--- src/hdl/irq_steer_pkg.sv ---
// package: register map and source layout for interrupt mode steering
package irq_steer_pkg;
  // register byte offsets
  localparam logic [11:0] OFS_INT_MODE = 12'h000;
  localparam logic [11:0] OFS_EXT_MODE = 12'h004;
  // reset values
  localparam logic [31:0] RST_INT_MODE = 32'h0000_0000;
  localparam logic [31:0] RST_EXT_MODE = 32'h0000_0000;
  // implemented bits
  // 31:14 minus nothing, 6:3 and 0: 23 live bits
  localparam logic [31:0] INT_MODE_MASK = 32'hffff_c079;
  localparam logic [31:0] EXT_MODE_MASK = 32'h0000_003f;
  // field positions
  localparam int POS_WATCHDOG = 31;
  localparam int POS_TIMER0 = 25;
  localparam int POS_DMA0 = 19;
  localparam int POS_CIPHER = 18;
  localparam int POS_ETH0_TX = 14;
  localparam int POS_HS_UART_TX = 3;
  localparam int POS_I2C = 0;
  localparam int NUM_EXT = 6;
  localparam int NUM_INT_IMPL = 23;
endpackage : irq_steer_pkg

--- src/hdl/interrupt_mode_steering.sv ---
// interrupt mode steering: mode registers and irq/fiq routing
`timescale 1ns/1ps

module interrupt_mode_steering (
  // clock and reset
  input wire logic clk,
  input wire logic rst,
  // apb slave
  input wire logic psel,
  input wire logic penable,
  input wire logic pwrite,
  input wire logic [11:0] paddr,
  input wire logic [31:0] pwdata,
  output logic [31:0] prdata,
  output logic pready,
  output logic pslverr,
  // internal sources in mode-register bit order, reserved bits ignored
  input wire logic [31:0] intReq,
  // external lines, asynchronous pins
  input wire logic [5:0] extReq,
  // core interrupt inputs
  output logic irqOut,
  output logic fiqOut
);
  import irq_steer_pkg::*;

  // ****************************************
  // register file
  // ****************************************
  logic [31:0] intMode_q;
  logic [31:0] intMode_d;
  logic [5:0] extMode_q;
  logic [5:0] extMode_d;
  logic [31:0] prdata_q;
  logic [31:0] prdata_d;
  logic pready_q;
  logic pslverr_q;
  logic pslverr_d;

  wire setup = psel && !penable;
  wire hitInt = paddr == OFS_INT_MODE;
  wire hitExt = paddr == OFS_EXT_MODE;
  wire hitAny = hitInt || hitExt;
  // write commits at the access edge, when pready_q is high
  wire commit = psel && penable && pready_q;
  wire wrInt = commit && pwrite && hitInt;
  wire wrExt = commit && pwrite && hitExt;

  assign intMode_d = wrInt ? (pwdata & INT_MODE_MASK) : intMode_q;
  assign extMode_d = wrExt ? pwdata[NUM_EXT-1:0] : extMode_q;
  assign prdata_d = !setup ? prdata_q :
                    hitInt ? intMode_q :
                    hitExt ? {26'h0, extMode_q} : 32'h0000_0000;
  // error flag stands only in the access cycle, like pready
  assign pslverr_d = setup && !hitAny;

  always_ff @(posedge clk) begin
    if (rst) begin
      intMode_q <= RST_INT_MODE;
      extMode_q <= RST_EXT_MODE[NUM_EXT-1:0];
      prdata_q <= 32'h0000_0000;
      pready_q <= 1'b0;
      pslverr_q <= 1'b0;
    end else begin
      intMode_q <= intMode_d;
      extMode_q <= extMode_d;
      prdata_q <= prdata_d;
      pready_q <= setup;
      pslverr_q <= pslverr_d;
    end
  end

  assign prdata = prdata_q;
  assign pready = pready_q;
  assign pslverr = pslverr_q;

  // ****************************************
  // request steering
  // ****************************************
  logic [5:0] extMeta_q;
  logic [5:0] extSync_q;
  logic irq_q;
  logic fiq_q;

  // level path, two-stage sync on pins
  always_ff @(posedge clk) begin
    if (rst) begin
      extMeta_q <= 6'h00;
      extSync_q <= 6'h00;
    end else begin
      extMeta_q <= extReq;
      extSync_q <= extMeta_q;
    end
  end

  wire [31:0] intLive = intReq & INT_MODE_MASK;
  wire [31:0] intFiq = intLive & intMode_q;
  wire [31:0] intIrq = intLive & ~intMode_q;
  wire [5:0] extFiq = extSync_q & extMode_q;
  wire [5:0] extIrq = extSync_q & ~extMode_q;
  wire fiqD = (|intFiq) || (|extFiq);
  wire irqD = (|intIrq) || (|extIrq);

  always_ff @(posedge clk) begin
    if (rst) begin
      irq_q <= 1'b0;
      fiq_q <= 1'b0;
    end else begin
      irq_q <= irqD;
      fiq_q <= fiqD;
    end
  end

  assign irqOut = irq_q;
  assign fiqOut = fiq_q;

  // ****************************************
  // checks
  // ****************************************
  // reset value
  AST_RESET_ZERO: assert property (@(posedge clk)
    $past(rst) |-> intMode_q == 32'h0 && extMode_q == 6'h0)
    else $error("mode registers not zero after reset");
  AST_RSVD_CLEAR: assert property (@(posedge clk) disable iff (rst)
    (intMode_q & ~INT_MODE_MASK) == 32'h0)
    else $error("reserved internal mode bit set");
  AST_INT_FIQ: assert property (@(posedge clk) disable iff (rst)
    |(intReq & INT_MODE_MASK & intMode_q) |=> fiqOut)
    else $error("fiq missing for fiq-mode source");
  AST_INT_IRQ: assert property (@(posedge clk) disable iff (rst)
    |(intReq & INT_MODE_MASK & ~intMode_q) |=> irqOut)
    else $error("irq missing for irq-mode source");
  AST_RSVD_QUIET: assert property (@(posedge clk) disable iff (rst)
    (intReq & INT_MODE_MASK) == 32'h0 && extSync_q == 6'h0 |=>
    !irqOut && !fiqOut)
    else $error("output raised without live request");
  // external line reaches fiq three cycles later
  AST_EXT_FIQ: assert property (@(posedge clk) disable iff (rst)
    extReq[0] && extMode_q[0] && !wrExt ##1 extReq[0] && !wrExt
    ##1 extMode_q[0] |=> fiqOut)
    else $error("external fiq not steered");
  AST_LEVEL_HOLD: assert property (@(posedge clk) disable iff (rst)
    (intReq[POS_WATCHDOG] && !intMode_q[POS_WATCHDOG])[*2] |-> irqOut)
    else $error("irq dropped while watchdog level held");
  AST_WD_WRITE: assert property (@(posedge clk) disable iff (rst)
    wrInt |=> intMode_q[POS_WATCHDOG] == $past(pwdata[POS_WATCHDOG]))
    else $error("watchdog mode bit not written");
  AST_INT_WRITE: assert property (@(posedge clk) disable iff (rst)
    wrInt |=> intMode_q == ($past(pwdata) & INT_MODE_MASK))
    else $error("internal mode write wrong");
  AST_EXT_WRITE: assert property (@(posedge clk) disable iff (rst)
    wrExt |=> extMode_q == $past(pwdata[5:0]))
    else $error("external mode write wrong");
  // a lone source raises exactly one output
  AST_ONE_OUT: assert property (@(posedge clk) disable iff (rst)
    $onehot(intReq & INT_MODE_MASK) && extSync_q == 6'h0 |=>
    irqOut != fiqOut)
    else $error("lone request did not pick exactly one output");
  AST_TIMER_FIQ: assert property (@(posedge clk) disable iff (rst)
    intReq[POS_TIMER0] && intMode_q[POS_TIMER0] |=> fiqOut)
    else $error("timer fiq not steered");
  AST_DMA_FIQ: assert property (@(posedge clk) disable iff (rst)
    intReq[POS_DMA0] && intMode_q[POS_DMA0] |=> fiqOut)
    else $error("dma fiq not steered");
  AST_CIPHER_FIQ: assert property (@(posedge clk) disable iff (rst)
    intReq[POS_CIPHER] && intMode_q[POS_CIPHER] |=> fiqOut)
    else $error("cipher fiq not steered");
  AST_ETH_IRQ: assert property (@(posedge clk) disable iff (rst)
    intReq[POS_ETH0_TX] && !intMode_q[POS_ETH0_TX] |=> irqOut)
    else $error("ethernet irq not steered");
  AST_UART_FIQ: assert property (@(posedge clk) disable iff (rst)
    intReq[POS_HS_UART_TX] && intMode_q[POS_HS_UART_TX] |=> fiqOut)
    else $error("uart fiq not steered");
  AST_I2C_IRQ: assert property (@(posedge clk) disable iff (rst)
    intReq[POS_I2C] && !intMode_q[POS_I2C] |=> irqOut)
    else $error("i2c irq not steered");
  AST_EXT_IRQ: assert property (@(posedge clk) disable iff (rst)
    extSync_q[5] && !extMode_q[5] |=> irqOut)
    else $error("external irq not steered");
endmodule : interrupt_mode_steering

--- config.mk ---
export PLATFORM = sky130hd
export DESIGN_NAME = interrupt_mode_steering
export DESIGN_NICKNAME = d
export VERILOG_FILES = /design/src/hdl/irq_steer_pkg.sv /design/src/hdl/interrupt_mode_steering.sv
export SDC_FILE = /design/constraint.sdc
export NUM_CORES = 1
export LEC_CHECK = 0
export ABC_AREA = 1
export BUFFER_PORTS_ARGS = -buffer_cell sky130_fd_sc_hd__buf_2
export CAP_MARGIN = 15
export CELL_PAD_IN_SITES_DETAIL_PLACEMENT = 0
export CELL_PAD_IN_SITES_GLOBAL_PLACEMENT = 2
export CORE_UTILIZATION = 27
export DETAILED_ROUTE_END_ITERATION = 10
export PLACE_DENSITY_LB_ADDON = 0.3
export SLEW_MARGIN = 20
export SYNTH_ARGS = -nofsm -noshare
export SYNTH_HDL_FRONTEND = slang
export SYNTH_SLANG_ARGS = --single-unit
--- constraint.sdc ---
create_clock -name clk -period 2.35 [get_ports clk]
set_input_delay 0.235 -clock clk [delete_from_list [all_inputs] [get_ports clk]]
set_output_delay 0.235 -clock clk [all_outputs]
set_load 0.005 [all_outputs]
* Word level (Yosys, flattened, before mapping)
Index checks and enable logic that the tools add are counted.
Word-level totals: flip-flop bits (word level) 77, bits in latches 0, memory bits (writable) 0, memory bits (read-only) 0, output and inout port bits 36, logic and storage cells 35, memories 0
Cells by class: $add $sub $neg 0, multipliers 0, div/mod/pow operators 0, order comparisons 0, equal/unequal tests 1, shift operators 0, mux-type cells 2, bitwise gates (word level) 6, reduce and logical (&&, ||, !) cells 17
Operators by type and width (count):
- 32-bit AND | 2
- 32-bit OR reduction | 2
- 32-bit two-way mux | 1
- 32-bit NOT | 1
- 6-bit AND | 2
- 12-bit by 3-bit equality test with 1-bit output (second input constant) | 1
- 12-bit zero test | 1
- 6-bit OR reduction | 2
- 1-bit logical AND | 7
- 6-bit two-way mux | 1
- 6-bit NOT | 1
- 1-bit logical OR | 3
- 1-bit zero test | 2

* Logic depth before layout (Yosys ltp)
Gate-level depths: netlist of run 1.
depth in word-level cells 4, mapped depth 9, mapped depth without buffers 7

* Least setup slack after synthesis of run 1
OpenSTA, ideal clock, no wires.
kind input to register, from input port paddr[1], to register intMode_q[0], library setup time 0.113 ns, data arrival time 1.010 ns, data required time 2.237 ns, slack 1.227 ns, cell stages on the path 7, buffers on the path 1, path through nor2_2 > nand2_2 > nor2_4 > nand3_4 > buf_2 > nor2_1 > nor2_1
On the way: longest elaborated chain between the ends 2
Ends and longest elaborated chain:
- start: declaration | line interrupt_mode_steering.sv:12 | input wire logic [11:0] paddr,
- 12-bit zero test | line interrupt_mode_steering.sv:41 | wire hitInt = paddr == OFS_INT_MODE;
- 1-bit logical AND | line interrupt_mode_steering.sv:46 | wire wrInt = commit && pwrite && hitInt;
- end signal: assignment | line interrupt_mode_steering.sv:65 | intMode_q <= intMode_d;
- end: declaration | line interrupt_mode_steering.sv:30 | logic [31:0] intMode_q;
No other way between the ends. A chain may end at the register's enable or synchronous reset.

* Final worst setup path of run 1
from register pready_q, in the netlist pready, to register intMode_q[26]
On the way: longest elaborated chain between the ends 3
Ends and longest elaborated chain:
- start: declaration | line interrupt_mode_steering.sv:36 | logic pready_q;
- start signal: assignment | line interrupt_mode_steering.sv:68 | pready_q <= setup;
- 1-bit logical AND | line interrupt_mode_steering.sv:45 | wire commit = psel && penable && pready_q;
- 1-bit logical AND (2 in a row) | line interrupt_mode_steering.sv:46
No other way between the ends.

==> results of run 1 <==
[power breakdown]
group,leakage [nW],total (mW),switching (mW),internal (mW)
Sequential,0.571,1.23,0.0139,1.22
Clock,0.170,1.58,0.541,1.04
Combinational,1.48,0.206,0.114,0.0924
Total,2.22,3.02,0.669,2.36
[final cells by class]
type / count / area, um2 / share of cell area [%]
Sequential cell: 70 / 1401 / 33.83
Clock inverter: 7 / 121.4 / 2.930
Clock buffer: 9 / 225.2 / 5.436
Timing Repair Buffer: 104 / 533.0 / 12.87
Inverter: 54 / 202.7 / 4.893
Tap cell: 143 / 178.9 / 4.319
Multi-Input combinational cell: 354 / 1480 / 35.73
[cell usage after synthesis (all sizes together)]
master,instances
nor3b,1
nand3,18
inv,54
nor2,107
dfxtp,70
a21oi,22
o21ai,21
conb,1
clkbuf,7
nand2,176
and2,2
buf,20
[final timing paths]
kind                           startpoint  slack, ps  cells past startpoint                    endpoint
setup / recovery        pready$_SDFF_PP0_        900                      5  intMode_q[26]$_SDFFE_PP0P_
hold / removal                  extReq[2]        100                      3     extMeta_q[2]$_SDFF_PP0_
setup reg to reg        pready$_SDFF_PP0_        900                      5  intMode_q[26]$_SDFFE_PP0P_
hold reg to reg   extMeta_q[3]$_SDFF_PP0_        400                      2     extSync_q[3]$_SDFF_PP0_
[cell families (layout without fill, tap and decap cells)]
family | Yosys count | after routing
AND/OR/NAND/NOR | 304 | 304
other | 1 | 7
flip-flops | 70 | 70
buffers and inverters | 81 | 174
AO/OA/AOI/OAI | 43 | 43
[stage by stage]
step / power (mW) / util (%)
final: 3.024 / 35.82
after global routing: 3.148 / 35.82
after CTS: 3.066 / 35.82
after detailed placement: 1.471 / 32.82
after global placement: 1.469 / 32.82
after floorplan: 1.360 / -
[worst max-delay path, cell delays in order (launching register included)]
cell and delay (ps):
dfxtp_1 320, nand2_1 80, nor2_4 160, nand3_4 420
nor2_1 270, nor2_1 70
[flip-flops by register name, indices dropped and copies added (netlist names)]
name	flops
pslverr	1
fiqOut	1
extMeta_q	6
prdata	25
intMode_q	23
pready	1
extMode_q	6
extSync_q	6
irqOut	1
[per-layer routing]
layer  share of wire (%)  track usage (%)  vias to the layer above
met2                  45            23.73                       70
met5                   0                0                        -
met4                0.60            5.946                        0
li1                    -                -                     1672
met1                  50            21.45                     1331
met3                 5.0            3.811                        2
==> flow_summary.json, run 1 <==
{
  "status": "finished, violations left",
  "violations": "DRC",
  "cts_repair_resize_count": 0,
  "grt_use_total_pct": 15.67,
  "diodes": 0,
  "max_freq_mhz": 687.9,
  "crit_required_ps": 2570,
  "syn-instance-count": 499,
  "overflow": 0,
  "worstMarginPinSlew_ps": 870.4,
  "synth_compound_area_share_pct": 6.633,
  "start_util_pct": 28.05,
  "cts_setup_buffers": 0,
  "drive_above_1_share_pct": 21.91,
  "synthSimpleGateAreaFrac_pct": 38.10,
  "critPathMaxFanout": 46,
  "ys_seq_elements": 70,
  "dieArea_um2": 12460,
  "finalSetupTns_ps": 0,
  "io_pins": 123,
  "postRouteAntennaNets": 0,
  "root_buffer": "clkbuf_16",
  "hold_violations": 0,
  "drc": 12,
  "num_vias": 3075,
  "synth_top_family_by_area": "simple AND/OR/NAND/NOR gates",
  "yosysWarnings": 0,
  "final_cell_area_um2": 4143,
  "dr.pass1.iters": 7,
  "core_area_um2": 11560,
  "synth.top_cell.area_share_pct": 43.19,
  "yosys.area.top_type": "dfxtp_1",
  "clkSinkCount": 70,
  "area_delta_synth_final_pct": 27.69,
  "final_nets": 680,
  "peakVddDrop_mv": 0.4007,
  "h-tree-depth": 3,
  "dpl.cell_count": 725,
  "final_cell_count_no_fill": 741,
  "dp_hpwl_um": 7050,
  "crit_path_start_kind": "register",
  "finClkSkew_ps": 6.136,
  "nFillCells": 1279,
  "place_ws_ps": 563.1,
  "period_share_pct": 61.86,
  "final_max_slew_viol_count": 0,
  "setup_viol": 0,
  "clk-insertion-delay-late_ps": 330,
  "muxShareOfSynthArea_pct": 0,
  "synthXorXnorAreaFrac_pct": 0,
  "rows": 39,
  "fin_ws_ps": 896.2,
  "grt_pass1_vias": 2892,
  "syn_area_per_cell_um2": 6.502,
  "grt_pass1_wl_um": 14570,
  "maxSlewHeadroom_pct": 41.91,
  "drv_cap": 0,
  "fin_crit_ps": 1454,
  "grt_max_degree": 47,
  "cp-end-kind": "register",
  "mostFrequentLayoutCell": "nand2_1",
  "drtIter0Drc": 161,
  "dieWidth_um": 111.6,
  "synthesis.area_um2": 3244,
  "portBuffers": 99,
  "vias_per_cell": 4.150,
  "cp.arrival_ps": 1670,
  "wl_per_cell_um": 12.40,
  "synth-adder-area-share_pct": 0,
  "yosys.cell_types.count": 20,
  "cts_tree": "done",
  "antenna_found_initial": 0,
  "ys_top_cells_by_area": "dfxtp_1, nand2_1, nor2_1",
  "cts.path.max_buffers": 2,
  "worstSetupPathType": "register to register",
  "hold_class": "primary input to register",
  "gp_congestion": 0.7751,
  "die_y_um": 111.6,
  "place_area_um2": 3796,
  "cts_hold_buf": 0,
  "ys_seq_area_share_pct": 43.19,
  "power_density_nw_per_um2": 730.0,
  "clkSlewWorstSetupHoldPaths_ps": 60,
  "wirelength_um": 9187,
  "final_cell_mix": "nand2_1, nor2_1, buf_2, dfxtp_1, inv_1",
  "fin_hold_ws_ps": 101.2,
  "rsz0062_at_grt": "no",
  "p_leak_nw": 2.221,
  "cts-buffers-inserted": 9
}
No activity file was read; power rests on OpenSTA's default activity.
==> run 2, diff against run 1 <==
- CORE_UTILIZATION: 27 -> 25
- clock period: 2.35 -> 1.45 ns (I/O delays scaled with it)
==> run 2 against run 1 <==
  * The flow now finishes without violations
  * Sequential power grew 63%
  * Core utilization down 2.6 points
  * Final cell count up 4.2%
  * Die area up 7.9%
==> flow_summary.json, run 2 (same netlist as run 1, synthesis figures left out) <==
{
  "fin_ws_ps": 282.1,
  "cts_hold_buf": 1,
  "worstSetupPathType": "register to register",
  "core_area_um2": 12620,
  "final_cell_mix": "nand2_1, nor2_1, buf_2, dfxtp_1, inv_1",
  "hold_depth": 3,
  "grt_use_total_pct": 15.00,
  "hold_violations": 0,
  "top_layer": "met4",
  "h-tree-depth": 3,
  "drv_cap": 0,
  "diodes": 0,
  "dieArea_um2": 13440,
  "die_y_um": 115.9,
  "dr_wl_met2_um": 4219,
  "multi_input_area_um2": 1480,
  "io_pins": 123,
  "period_share_pct": 80.55,
  "peakVddDrop_mv": 0.3959,
  "mostFrequentLayoutCell": "nand2_1",
  "rr_worst_depth": 6,
  "final_nets": 682,
  "grt_pass1_vias": 2846,
  "root_buffer": "clkbuf_16",
  "drc": 0,
  "grt_pass1_wl_um": 14610,
  "cts-buffers-inserted": 9,
  "wirelength_um": 9466,
  "cts.path.max_buffers": 2,
  "dr.pass1.iters": 4,
  "finClkSkew_ps": 3.656,
  "wl_met1_um": 4679,
  "fin_crit_ps": 1168,
  "rsz0062_at_grt": "no",
  "drive_above_1_share_pct": 22.00,
  "clk-insertion-delay-late_ps": 330,
  "cp-end-kind": "register",
  "power_density_nw_per_um2": 1087,
  "wl_per_cell_um": 12.26,
  "clkSlewWorstSetupHoldPaths_ps": 60,
  "antenna_found_initial": 0,
  "cts_setup_buffers": 0,
  "nFillCells": 1417,
  "num_vias": 3095,
  "setup_viol": 0,
  "rows": 41,
  "start_util_pct": 25.71,
  "postLayoutCoreUtil_pct": 33.17,
  "cts_tree": "done",
  "dieWidth_um": 115.9,
  "critPathMaxFanout": 46,
  "total_power_mw": 4.550,
  "gp_congestion": 0.7720,
  "area_delta_synth_final_pct": 29.04,
  "status": "finished, final reports clean",
  "hold_class": "primary input to register",
  "cts_repair_resize_count": 0,
  "vias_per_cell": 4.009,
  "portBuffers": 99,
  "crit_path_start_kind": "register",
  "postRouteAntennaNets": 0,
  "final_max_slew_viol_count": 0,
  "dp_hpwl_um": 7214,
  "largest_reg_flops": 25,
  "p_leak_nw": 2.208,
  "max_freq_mhz": 856.2,
  "dr_wl_met3_um": 438,
  "crit_required_ps": 1680,
  "clkSinkCount": 70,
  "seq_area_um2": 1401,
  "overflow": 0,
  "drtIter0Drc": 134,
  "finalSetupTns_ps": 0,
  "place_ws_ps": 78.10,
  "grt_max_degree": 47,
  "cp.arrival_ps": 1400
}
[run 2: cell count changes in the layout (fill, tap and decap cells not counted)]
cell and change:
clkinv_4 -2, bufinv_16 -2, buf_4 -2, dlygate4sd3_1 +1, clkinvlp_4 +4, buf_12 +3
[run 2: stage by stage]
stage / instance area [um2] / hold WS [ps] / cells
floorplan: 3267 / 252.0 / 505
global placement: 3877 / 346.0 / 755
detailed placement: 3877 / 354.5 / 755
CTS: 4187 / 1.171 / 772
global route: 4187 / 5.446 / 772
finish: 4187 / 8.024 / 772
[run 2: area by class of cell]
class,instances,share of cell area (%)
clock buffers,9,5.380
clock inverters,7,1.763
inverters,54,4.842
multi-input cells,354,35.36
flip-flops and latches,70,33.47
well taps,172,5.140
repair buffers,106,14.05
[run 2: worst paths after layout]
kind	start	end	slack [ps]
worst min register to register	extMeta_q[1]$_SDFF_PP0_	extSync_q[1]$_SDFF_PP0_	400
worst min-delay path	extReq[4]	extMeta_q[4]$_SDFF_PP0_	8
worst max register to register	pready$_SDFF_PP0_	intMode_q[30]$_SDFFE_PP0P_	280
worst max-delay path	pready$_SDFF_PP0_	intMode_q[30]$_SDFFE_PP0P_	280
[run 2: report_power, final]
part	total, mW	leakage [nW]	internal [mW]	switching [mW]
Sequential	2.00	0.571	1.98	0.0229
Clock	2.20	0.134	1.33	0.867
Combinational	0.348	1.50	0.157	0.191
[run 2: critical path: stages (launching register included)]
cell	delay, ps
dfxtp_1	320
nand2_1	80
nor2_4	150
nand3_4	90
buf_12	190
nor2_1	150
nor2_1	60
[run 2: routing by layer]
layer | vias up | GRT usage [%]
met5 | - | 0
met4 | 0 | 7.692
met3 | 8 | 2.720
met2 | 69 | 22.62
met1 | 1338 | 20.39
li1 | 1680 | -
